--- config.mk ---
export PLATFORM = sky130hd
export DESIGN_NAME = rsw_writeback
export DESIGN_NICKNAME = d
export VERILOG_FILES = /design/src/hdl/rsw_pkg.sv /design/src/hdl/rsw_writeback.sv /design/src/hdl/rsw_status_build.sv /design/src/hdl/rsw_first_place.sv
export SDC_FILE = /design/constraint.sdc
export NUM_CORES = 1
export LEC_CHECK = 0
export ABC_AREA = 1
export BUFFER_PORTS_ARGS = -buffer_cell sky130_fd_sc_hd__buf_2
export CORE_AREA = 5 5 99 101
export CTS_BUF_LIST = sky130_fd_sc_hd__clkbuf_2
export CTS_CLUSTER_DIAMETER = 60
export DETAILED_ROUTE_END_ITERATION = 10
export DIE_AREA = 0 0 104 106
export PLACE_DENSITY = 0.67
export SKIP_CTS_REPAIR_TIMING = 1
export SLEW_MARGIN = 20
export SYNTH_ARGS = -nofsm -noshare
export SYNTH_HDL_FRONTEND = slang
export SYNTH_SLANG_ARGS = --single-unit
export TNS_END_PERCENT = 100
--- constraint.sdc ---
create_clock -name core_clk -period 2.3 [get_ports core_clk]
set_input_delay 0.115 -clock core_clk [delete_from_list [all_inputs] [get_ports core_clk]]
set_output_delay 0.115 -clock core_clk [all_outputs]
set_load 0.02 [all_outputs]
--- src/hdl/rsw_pkg.sv ---
// Package of constants for the receive status writeback block
package rsw_pkg;
   // Status word field positions
   localparam int RSW_OWN_BIT = 31;
   localparam int RSW_CNT_HI = 29;
   localparam int RSW_CNT_LO = 16;
   localparam int RSW_ES_BIT = 15;
   localparam int RSW_TRUNC_BIT = 14;
   localparam int RSW_RSVD_BIT = 13;
   localparam int RSW_MISMATCH_BIT = 12;
   localparam int RSW_RUNT_BIT = 11;
   localparam int RSW_MCAST_BIT = 10;
   localparam int RSW_FIRST_BIT = 9;
   localparam int RSW_FINAL_BIT = 8;
   localparam int RSW_OVERSIZE_BIT = 7;
   localparam int RSW_LATE_COL_BIT = 6;
   localparam int RSW_CRC_BIT = 1;
   localparam int RSW_CNT_W = 14;
   // Frame size limits in bytes
   localparam logic [RSW_CNT_W-1:0] RSW_COL_WINDOW = 14'h0040;
   localparam logic [RSW_CNT_W-1:0] RSW_MAX_PLAIN = 14'h05EE;
   localparam logic [RSW_CNT_W-1:0] RSW_MAX_VLAN = 14'h05F2;
   localparam logic [RSW_CNT_W-1:0] RSW_ONE = 14'h0001;
   localparam logic [RSW_CNT_W-1:0] RSW_ZERO_LEN = 14'h0000;
   // Register byte offsets
   localparam logic [3:0] RSW_REG_CTRL = 4'h0;
   localparam logic [3:0] RSW_REG_STAT = 4'h4;
   localparam logic [3:0] RSW_REG_MASK = 4'h8;
   localparam logic [3:0] RSW_REG_LAST = 4'hC;
   // Control register field positions
   localparam int RSW_CTRL_KEEP_BIT = 0;
   localparam int RSW_CTRL_VLAN_BIT = 1;
   // Interrupt event bits
   localparam int RSW_EV_W = 3;
   localparam int RSW_EV_DONE = 0;
   localparam int RSW_EV_SUSP = 1;
   localparam int RSW_EV_DROP = 2;
endpackage

--- src/hdl/rsw_writeback.sv ---
// Receive descriptor status writeback with register slave
`timescale 1ns/10ps
`default_nettype none
module rsw_writeback
   import rsw_pkg::*;
(
   // Clock and reset
   input wire logic core_clk,
   input wire logic rst,
   // Avalon-MM slave
   input wire logic [3:0] avs_address,
   input wire logic avs_read,
   input wire logic avs_write,
   input wire logic [31:0] avs_writedata,
   output logic [31:0] avs_readdata,
   output logic avs_waitrequest,
   // Descriptor fetch result
   input wire logic desc_valid,
   input wire logic [31:0] desc_word,
   input wire logic [10:0] buf1_size,
   input wire logic [10:0] buf2_size,
   input wire logic next_owned,
   // Frame end report
   input wire logic seg_done,
   input wire logic frame_end,
   input wire logic [13:0] byte_count,
   input wire logic crc_bad,
   input wire logic rx_err,
   input wire logic late_col,
   input wire logic mismatch,
   input wire logic mcast,
   // Status word writeback
   output logic wb_valid,
   output logic [31:0] wb_word,
   output logic start_buf2,
   output logic suspended,
   output logic drop_frame,
   output logic irq
);
   import rsw_pkg::*;
   typedef enum logic [1:0] {RSW_IDLE, RSW_OWNED, RSW_SUSP} rsw_state_e;

   ////////////////////////////////////////////////////////////////////
   // Registers
   rsw_state_e state;
   logic keep_errored;
   logic vlan_en;
   logic [RSW_EV_W-1:0] ev_stat;
   logic [RSW_EV_W-1:0] ev_mask;
   logic [31:0] last_word;
   logic in_frame;
   logic start_seen;
   logic ack;

   ////////////////////////////////////////////////////////////////////
   // Status assembly
   wire own_ok = desc_valid & desc_word[RSW_OWN_BIT];
   wire final_seg = frame_end | (seg_done & ~next_owned);
   wire truncated = seg_done & ~frame_end & ~next_owned;
   wire first_seg = ~in_frame & start_seen;
   wire [31:0] built;
   wire start_here;
   wire start_b2;
   rsw_status_build u_build (
      .byte_count(byte_count),
      .final_seg(final_seg),
      .first_seg(first_seg),
      .truncated(truncated),
      .crc_bad(crc_bad),
      .rx_err(rx_err),
      .late_col(late_col),
      .mismatch(mismatch),
      .mcast(mcast),
      .vlan_en(vlan_en),
      .word(built)
   );
   rsw_first_place u_place (
      .buf1_size(buf1_size),
      .buf2_size(buf2_size),
      .start_here(start_here),
      .start_buf2(start_b2)
   );
   wire closing = (state == RSW_OWNED) & (seg_done | frame_end);
   wire is_runt = built[RSW_RUNT_BIT];
   wire drop_now = closing & frame_end & is_runt & ~keep_errored;

   ////////////////////////////////////////////////////////////////////
   // Descriptor state machine
   rsw_state_e next_state;
   always_comb begin
      next_state = state;
      case (state)
         RSW_IDLE: begin
            if (desc_valid)
               next_state = own_ok ? RSW_OWNED : RSW_SUSP;
         end
         RSW_OWNED: begin
            if (closing)
               next_state = RSW_IDLE;
         end
         RSW_SUSP: begin
            if (own_ok)
               next_state = RSW_OWNED;
         end
         default: next_state = RSW_IDLE;
      endcase
   end

   always_ff @(posedge core_clk) begin
      if (rst)
         state <= RSW_IDLE;
      else
         state <= next_state;
   end

   // Tracks whether a frame is already underway across descriptors
   always_ff @(posedge core_clk) begin
      if (rst)
         in_frame <= 1'b0;
      else if (closing)
         in_frame <= ~final_seg & (in_frame | start_seen);
   end

   ////////////////////////////////////////////////////////////////////
   // Frame start placement
   // Descriptor with both buffers empty cannot hold the frame start
   always_ff @(posedge core_clk) begin
      if (rst)
         start_seen <= 1'b0;
      else if (desc_valid)
         start_seen <= start_here;
   end

   ////////////////////////////////////////////////////////////////////
   // Writeback outputs
   always_ff @(posedge core_clk) begin
      if (rst)
         wb_valid <= 1'b0;
      else
         wb_valid <= closing & ~drop_now;
   end

   always_ff @(posedge core_clk) begin
      if (rst)
         wb_word <= 32'h00000000;
      else if (closing)
         wb_word <= built;
   end

   always_ff @(posedge core_clk) begin
      if (rst)
         drop_frame <= 1'b0;
      else
         drop_frame <= drop_now;
   end

   always_ff @(posedge core_clk) begin
      if (rst)
         start_buf2 <= 1'b0;
      else if (desc_valid)
         start_buf2 <= start_b2;
   end

   always_ff @(posedge core_clk) begin
      if (rst)
         suspended <= 1'b0;
      else
         suspended <= (next_state == RSW_SUSP);
   end

   ////////////////////////////////////////////////////////////////////
   // Events
   wire [RSW_EV_W-1:0] ev_in;
   assign ev_in[RSW_EV_DONE] = closing & ~drop_now;
   assign ev_in[RSW_EV_SUSP] = (state != RSW_SUSP) & (next_state == RSW_SUSP);
   assign ev_in[RSW_EV_DROP] = drop_now;

   ////////////////////////////////////////////////////////////////////
   // Avalon slave, one wait cycle per access
   // Register offset match
   function automatic logic reg_hit(input logic [3:0] addr, input logic [3:0] offset);
      return addr == offset;
   endfunction

   // Request seen first, accepted at the edge with waitrequest low
   wire req = (avs_read | avs_write) & ~ack;
   wire taken = (avs_read | avs_write) & ack;
   wire wr_ctrl = taken & avs_write & reg_hit(avs_address, RSW_REG_CTRL);
   wire wr_mask = taken & avs_write & reg_hit(avs_address, RSW_REG_MASK);
   wire rd_stat = req & avs_read & reg_hit(avs_address, RSW_REG_STAT);

   // Register read views
   wire [31:0] ctrl_view = {30'h00000000, vlan_en, keep_errored};
   wire [31:0] stat_view = {29'h00000000, ev_stat};
   wire [31:0] mask_view = {29'h00000000, ev_mask};
   logic [31:0] rd_mux;
   always_comb begin
      case (avs_address)
         RSW_REG_CTRL: rd_mux = ctrl_view;
         RSW_REG_STAT: rd_mux = stat_view;
         RSW_REG_MASK: rd_mux = mask_view;
         RSW_REG_LAST: rd_mux = last_word;
         default: rd_mux = 32'h00000000;
      endcase
   end

   always_ff @(posedge core_clk) begin
      if (rst)
         ack <= 1'b0;
      else
         ack <= req;
   end

   always_ff @(posedge core_clk) begin
      if (rst)
         avs_waitrequest <= 1'b1;
      else
         avs_waitrequest <= ~req;
   end

   always_ff @(posedge core_clk) begin
      if (rst)
         avs_readdata <= 32'h00000000;
      else if (req && avs_read)
         avs_readdata <= rd_mux;
   end

   ////////////////////////////////////////////////////////////////////
   // Control and mask registers
   always_ff @(posedge core_clk) begin
      if (rst)
         keep_errored <= 1'b0;
      else if (wr_ctrl)
         keep_errored <= avs_writedata[RSW_CTRL_KEEP_BIT];
   end

   always_ff @(posedge core_clk) begin
      if (rst)
         vlan_en <= 1'b0;
      else if (wr_ctrl)
         vlan_en <= avs_writedata[RSW_CTRL_VLAN_BIT];
   end

   always_ff @(posedge core_clk) begin
      if (rst)
         ev_mask <= 3'h0;
      else if (wr_mask)
         ev_mask <= avs_writedata[RSW_EV_W-1:0];
   end

   ////////////////////////////////////////////////////////////////////
   // Sticky event bits, set wins over read-clear
   wire [RSW_EV_W-1:0] next_ev_stat;
   genvar gi;
   generate
      for (gi = 0; gi < RSW_EV_W; gi++) begin : g_ev
         assign next_ev_stat[gi] = (ev_stat[gi] & ~rd_stat) | ev_in[gi];
      end
   endgenerate

   always_ff @(posedge core_clk) begin
      if (rst)
         ev_stat <= 3'h0;
      else
         ev_stat <= next_ev_stat;
   end

   ////////////////////////////////////////////////////////////////////
   // Last status word
   always_ff @(posedge core_clk) begin
      if (rst)
         last_word <= 32'h00000000;
      else if (closing)
         last_word <= built;
   end

   ////////////////////////////////////////////////////////////////////
   // Interrupt output
   always_ff @(posedge core_clk) begin
      if (rst)
         irq <= 1'b0;
      else
         irq <= |(next_ev_stat & ev_mask);
   end
endmodule
`default_nettype wire

--- src/hdl/rsw_status_build.sv ---
// Combinational assembly of the receive status word
`timescale 1ns/10ps
`default_nettype none
module rsw_status_build
   import rsw_pkg::*;
(
   // Frame facts
   input wire logic [13:0] byte_count,
   input wire logic final_seg,
   input wire logic first_seg,
   input wire logic truncated,
   input wire logic crc_bad,
   input wire logic rx_err,
   input wire logic late_col,
   input wire logic mismatch,
   input wire logic mcast,
   input wire logic vlan_en,
   // Assembled word, ownership cleared
   output logic [31:0] word
);
   import rsw_pkg::*;
   wire trunc_flag = truncated & final_seg;
   wire runt = final_seg & (byte_count < RSW_COL_WINDOW);
   wire oversize = final_seg & (byte_count > (vlan_en ? RSW_MAX_VLAN : RSW_MAX_PLAIN));
   wire crc_flag = crc_bad | rx_err;
   wire es = crc_flag | late_col | oversize | runt | trunc_flag;
   wire [13:0] cnt = (final_seg & ~trunc_flag) ? byte_count : RSW_ZERO_LEN;
   always_comb begin
      word = 32'h00000000;
      word[RSW_CNT_HI:RSW_CNT_LO] = cnt;
      word[RSW_ES_BIT] = es;
      word[RSW_TRUNC_BIT] = trunc_flag;
      word[RSW_RSVD_BIT] = 1'b0;
      word[RSW_MISMATCH_BIT] = mismatch;
      word[RSW_RUNT_BIT] = runt;
      word[RSW_MCAST_BIT] = mcast;
      word[RSW_FIRST_BIT] = first_seg;
      word[RSW_FINAL_BIT] = final_seg;
      word[RSW_OVERSIZE_BIT] = oversize;
      word[RSW_LATE_COL_BIT] = late_col;
      word[RSW_CRC_BIT] = crc_flag;
      word[RSW_OWN_BIT] = 1'b0;
   end
endmodule
`default_nettype wire

--- src/hdl/rsw_first_place.sv ---
// Placement of frame start past zero-sized buffers
`timescale 1ns/10ps
`default_nettype none
module rsw_first_place
   import rsw_pkg::*;
(
   // Buffer sizes of the current descriptor
   input wire logic [10:0] buf1_size,
   input wire logic [10:0] buf2_size,
   // Start lands here, and in which buffer
   output logic start_here,
   output logic start_buf2
);
   import rsw_pkg::*;
   wire b1_zero = (buf1_size == 11'h000);
   wire b2_zero = (buf2_size == 11'h000);
   assign start_here = ~(b1_zero & b2_zero);
   assign start_buf2 = b1_zero & ~b2_zero;
endmodule
`default_nettype wire

# After elaboration in Yosys (flattened, before gate mapping)
# Index checks and enable logic that the tools add are counted.
[op_classes]
mux = 8
n_eq_ne = 7
n_lt_le_gt_ge = 2
bitwise = 53
n_reduce_logical = 6
[ops]
columns = ["operator", "n"]
rows = [
  ["$pmux 30 s4", 1],
  ["$and 1x1->1", 28],
  ["$logic_not 11->1", 2],
  ["$gt 14x14->1", 1],
  ["$lt 14x7->1 const B", 1],
  ["$mux 14", 1],
  ["$not 1->1", 12],
  ["$or 1x1->1", 12],
  ["$eq 4x4->1 const B", 2],
  ["$mux 2", 4],
  ["$pmux 2 s3", 1],
  ["$mux 5", 1],
  ["$eq 2x2->1 const B", 2],
  ["$eq 4x3->1 const B", 1],
  ["$logic_not 4->1", 1],
  ["$and 3x3->3", 1],
  ["$reduce_or 3->1", 1],
  ["$eq 2x1->1 const B", 1],
  ["$logic_not 2->1", 1],
  ["$ne 2x2->1 const B", 1],
  ["$logic_and 1x1->1", 1],
]
[word_totals]
inputBits = 117
elab_cells = 92
regBits = 75
out_inout_bits = 70

# Depth between registers and ports, before layout
[depth]
word_depth = 11
depth_mapped = 12
mapped_depth_nobuf = 12

# Modules after synthesis
# From an unflattened synthesis, not the netlist that was laid out.
[unflattened]
hier_cells = 532
hier_area_um2 = 3779.9
[modules_own_cells]
columns = ["mod", "area_each_um2", "cells_each", "n_inst"]
rows = [
  ["rsw_writeback", 3094.2, 404, 1],
  ["rsw_status_build", 564.3, 96, 1],
  ["rsw_first_place", 121.4, 32, 1],
]

# Worst setup path before layout
# OpenSTA, ideal clock, no wires.
[synth_timing]
kind = "reg-to-reg"
startpoint = "reg vlan_en"
endpoint = "reg wb_word[15]"
t_arrival_ns = 1.243
path_slack_ns = 0.948
stages_incl_launch_ff = 12
setup_time_ns = 0.109
required_ns = 2.191
path_cell_list = "dfxtp_1 -> inv_1 -> ha_1 -> nand2_1 -> nor2_1 -> nand3_1 -> nor2_1 -> nor2_1 -> nand2_1 -> nand3_1 -> nand2_1 -> inv_1"
[synth_via]
elab_chain_cells = 6
[synth_rtl]
columns = ["item", "line", "rtl"]
rows = [
  ["start: declaration", "rsw_writeback.sv:47", "logic vlan_en;"],
  ["start signal: assignment", "rsw_writeback.sv:241", "vlan_en <= avs_writedata[RSW_CTRL_VLAN_BIT];"],
  ["$mux 5", "rsw_status_build.sv:24", "wire oversize = final_seg & (byte_count > (vlan_en ? RSW_MAX_VLAN : RSW_MAX_PLAIN));"],
  ["$gt 14x14->1", "rsw_status_build.sv:24", ""],
  ["$and 1x1->1", "rsw_status_build.sv:24", ""],
  ["$or 1x1->1 (3 in series)", "rsw_status_build.sv:26", "wire es = crc_flag | late_col | oversize | runt | trunc_flag;"],
  ["end signal: assignment", "rsw_writeback.sv:147", "wb_word <= built;"],
  ["end: declaration", "rsw_writeback.sv:34", "output logic [31:0] wb_word,"],
]
# No other way between the ends.
# A chain may end at the register's enable or synchronous reset.

# Worst setup path in the final report
[layout_timing]
startpoint = "reg state[1]"
endpoint = "reg wb_word[24]"
[layout_via]
elab_chain_cells = 2
[layout_rtl]
columns = ["item", "line", "rtl"]
rows = [
  ["start: declaration", "rsw_writeback.sv:45", "rsw_state_e state;"],
  ["start signal: assignment", "rsw_writeback.sv:113", "state <= next_state;"],
  ["$eq 2x1->1", "rsw_writeback.sv:83", "wire closing = (state == RSW_OWNED) & (seg_done | frame_end);"],
  ["$and 1x1->1", "rsw_writeback.sv:83", ""],
]
# No other way between the ends.

==> impl_results.md <==
- Status: completed
- Worst Setup Start Kind: flip-flop
- Avg Inst Size Synth: around 7.3 um2
- Setup WS pre-CTS: between 600 and 700 ps
- Reg clk slew, reported paths: ~180 ps
- Final setup TNS: 0 ps
- Int Pwr: 1.66 mW
- Worst path required time: 2720 ps
- Clock Skew: between 20 and 30 ps
- Critical Path End Type: flip-flop
- Worst Setup Slack, final: 486 ps
- RSZ-0062 raised after global routing: false
- Initial Util: 33.8%
- Avg WL per Cell: 12.8 um
- Num CTS Buffers: 9
- GPL Wtd Cong: around 0.8
- Routed via count: 3160
- N_diodes: 0
- Grt ovf: 0
- Post-synthesis sequential area ratio: 45.7%
- Final period util: 78.9%
- Fillers: 935
- First-pass GRT wire length: 13300 um
- Worst Path Arrival: 2230 ps
- Largest net degree at the start of global routing: 51
- Area of the multi-input gates: 1330 um2
- Max-cap viol count: 0
- Clk pwr share: 28.4%
- Area Growth Syn to Fin: 35.2%
- Commonest non-fill, non-tap cell in the layout: buf_2
- Drt drc: 0
- Fin. Hold Viols: 0
- Seq. cell area: 1380 um2
- Post-Layout Cell Count: 676
- Crit Path Max Fanout: 28
- Comb pwr share: 17.1%
- Initial drt markers: 157
- Register bit total from synthesis: 69
- Post-route ant nets: 0
- Reg power frac: between 50 and 60%
- Synthesized cell area: 3020 um2
- Nets: 680
- Cells after Synth: 414
- Clock sink count: just under 70
- Placeable Area: 8930 um2
- Root Buffer: clkbuf_2
- DPL Wire Length: 6110 um
- Clk_lat worst skew: 480 ps
- Die height: 106 um
- Lkg Pwr: approximately 1.9 nW
- Final Cell Area: 4090 um2
- Commonest non-fill, non-tap cells in the layout: buf_2 (112), nand2_1 (88), dfxtp_1 (69)
- Psw: approximately 0.7 mW
- Tot GR Track Use: 14.6%
- VDD IR max: 0.260 mV
- Pin slew with the least headroom to its limit: 795 ps
- H-tree depth: 3
- Rel. slew slack: a little under half
- CTS tree: built
- Final WL: ~8600 um
- Min-delay worst type: primary input to flip-flop
- I/O Buffers: 112
- Final Critical Period: approximately 1800 ps
- Vias/cell: roughly 4.7
- FMAX: 0.551 GHz
- Io pins: about 190
- DR pass1 iterations: 5
- PD cells: ~580 nW/um2
- Slew Limit Fails: 0
- Sw Share: 29.6%
- CP Class: flip-flop to flip-flop
- Number of global-route vias before repair: 2821
- Count of final setup violators: 0
- Layout cell share with drive strength beyond 1: approximately 25%
- Layout Utilization: 45.7%
- YS warnings: 0
- Clk buf depth: 2
- Die width: approximately 100 um
- DP Area: around 3600 um2
- Site Rows: 35
- Yosys cell types: 27
- DP Cell Count: a little over 600
- Initial antenna violation count: 0
- Die ar.: between 10000 and 15000 um2
## routing by layer
metal	vias up	part of all wire (%)	global-route usage, %
li1	1610	-	-
met1	1427	42	17.6
met2	110	48	23.8
met3	13	7.5	5.10
met4	0	2.1	5.74
met5	-	0	0
## synth_stat cells (all sizes together)
master	number	area [um2]
a21oi	57	289
or2	1	6.26
nor2b	1	6.26
nor3	6	30.0
nor4	1	6.26
nor2	40	155
nand3	27	135
nand2	90	343
inv	37	139
buf	24	176
conb	1	3.75
o21ai	40	200
o211ai	1	7.51
ha	3	37.5
a41oi	1	8.76
dfxtp	69	1380
a211oi	2	15.0
clkbuf	10	47.5
nand4	3	33.8
## worst max-delay path, cell delays in order (launching register included)
cell           delay [ps]
dfxtp_1               350
inv_1                  70
nand2_1                60
a21oi_2               110
buf_4                 310
nand3_1               120
dlygate4sd3_1         590
a21oi_1               150
## cells by family after synthesis
group                    count (synthesis)  share of synthesized area [%]
AND/OR/NAND/NOR                        169                           23.7
buffers and inverters                   71                           12.0
other                                    1                          0.124
AO/OA/AOI/OAI                          101                           17.2
flip-flops                              69                           45.7
adder cells (fa/ha/maj)                  3                           1.24
## power by group through the flow
stage / Sequential [mW] / Clock (mW) / Combinational [mW]
3_3_place_gp: 1.31 / 0 / 0.350
5_1_grt: 1.29 / 0.743 / 0.449
6_report: 1.29 / 0.670 / 0.404
4_1_cts: 1.29 / 0.703 / 0.359
3_5_place_dp: 1.31 / 0 / 0.358
2_1_floorplan: 1.36 / 0 / 0.188
## sequential cells by signal, indices dropped and copies added (netlist names), 2 cells and up
signal,count
avs_readdata,26
ev_mask,3
ev_stat,3
state,2
wb_word,24
## metrics by stage
stage	power [mW]	hold slack [ps]
CTS	2.35	-204
finish	2.36	41.8
global placement	1.66	343
floorplan	1.55	205
global route	2.49	21.4
detailed placement	1.67	351
## final timing paths
kind / startpoint / to / slack (ps) / cells after the start
worst min-delay path: frame_end / wb_word[16]$_SDFFE_PP0P_ / 40 / 3
worst max register to register: state[1]$_SDFF_PP0_ / wb_word[24]$_SDFFE_PP0P_ / 490 / 7
worst max-delay path: state[1]$_SDFF_PP0_ / wb_word[24]$_SDFFE_PP0P_ / 490 / 7
worst min register to register: wb_word[18]$_SDFFE_PP0P_ / avs_readdata[18]$_SDFFE_PP0P_ / 450 / 2
## cell type report
| cell class | count | area share, % |
|---|---|---|
| clock buffers | 11 | 1.35 |
| clock inverters | 5 | 1.26 |
| inverters | 37 | 3.40 |
| multi-input cells | 287 | 32.5 |
| flip-flops and latches | 69 | 33.8 |
| well taps | 111 | 3.40 |
| repair buffers | 156 | 24.3 |
No activity file was read; power rests on OpenSTA's default activity.
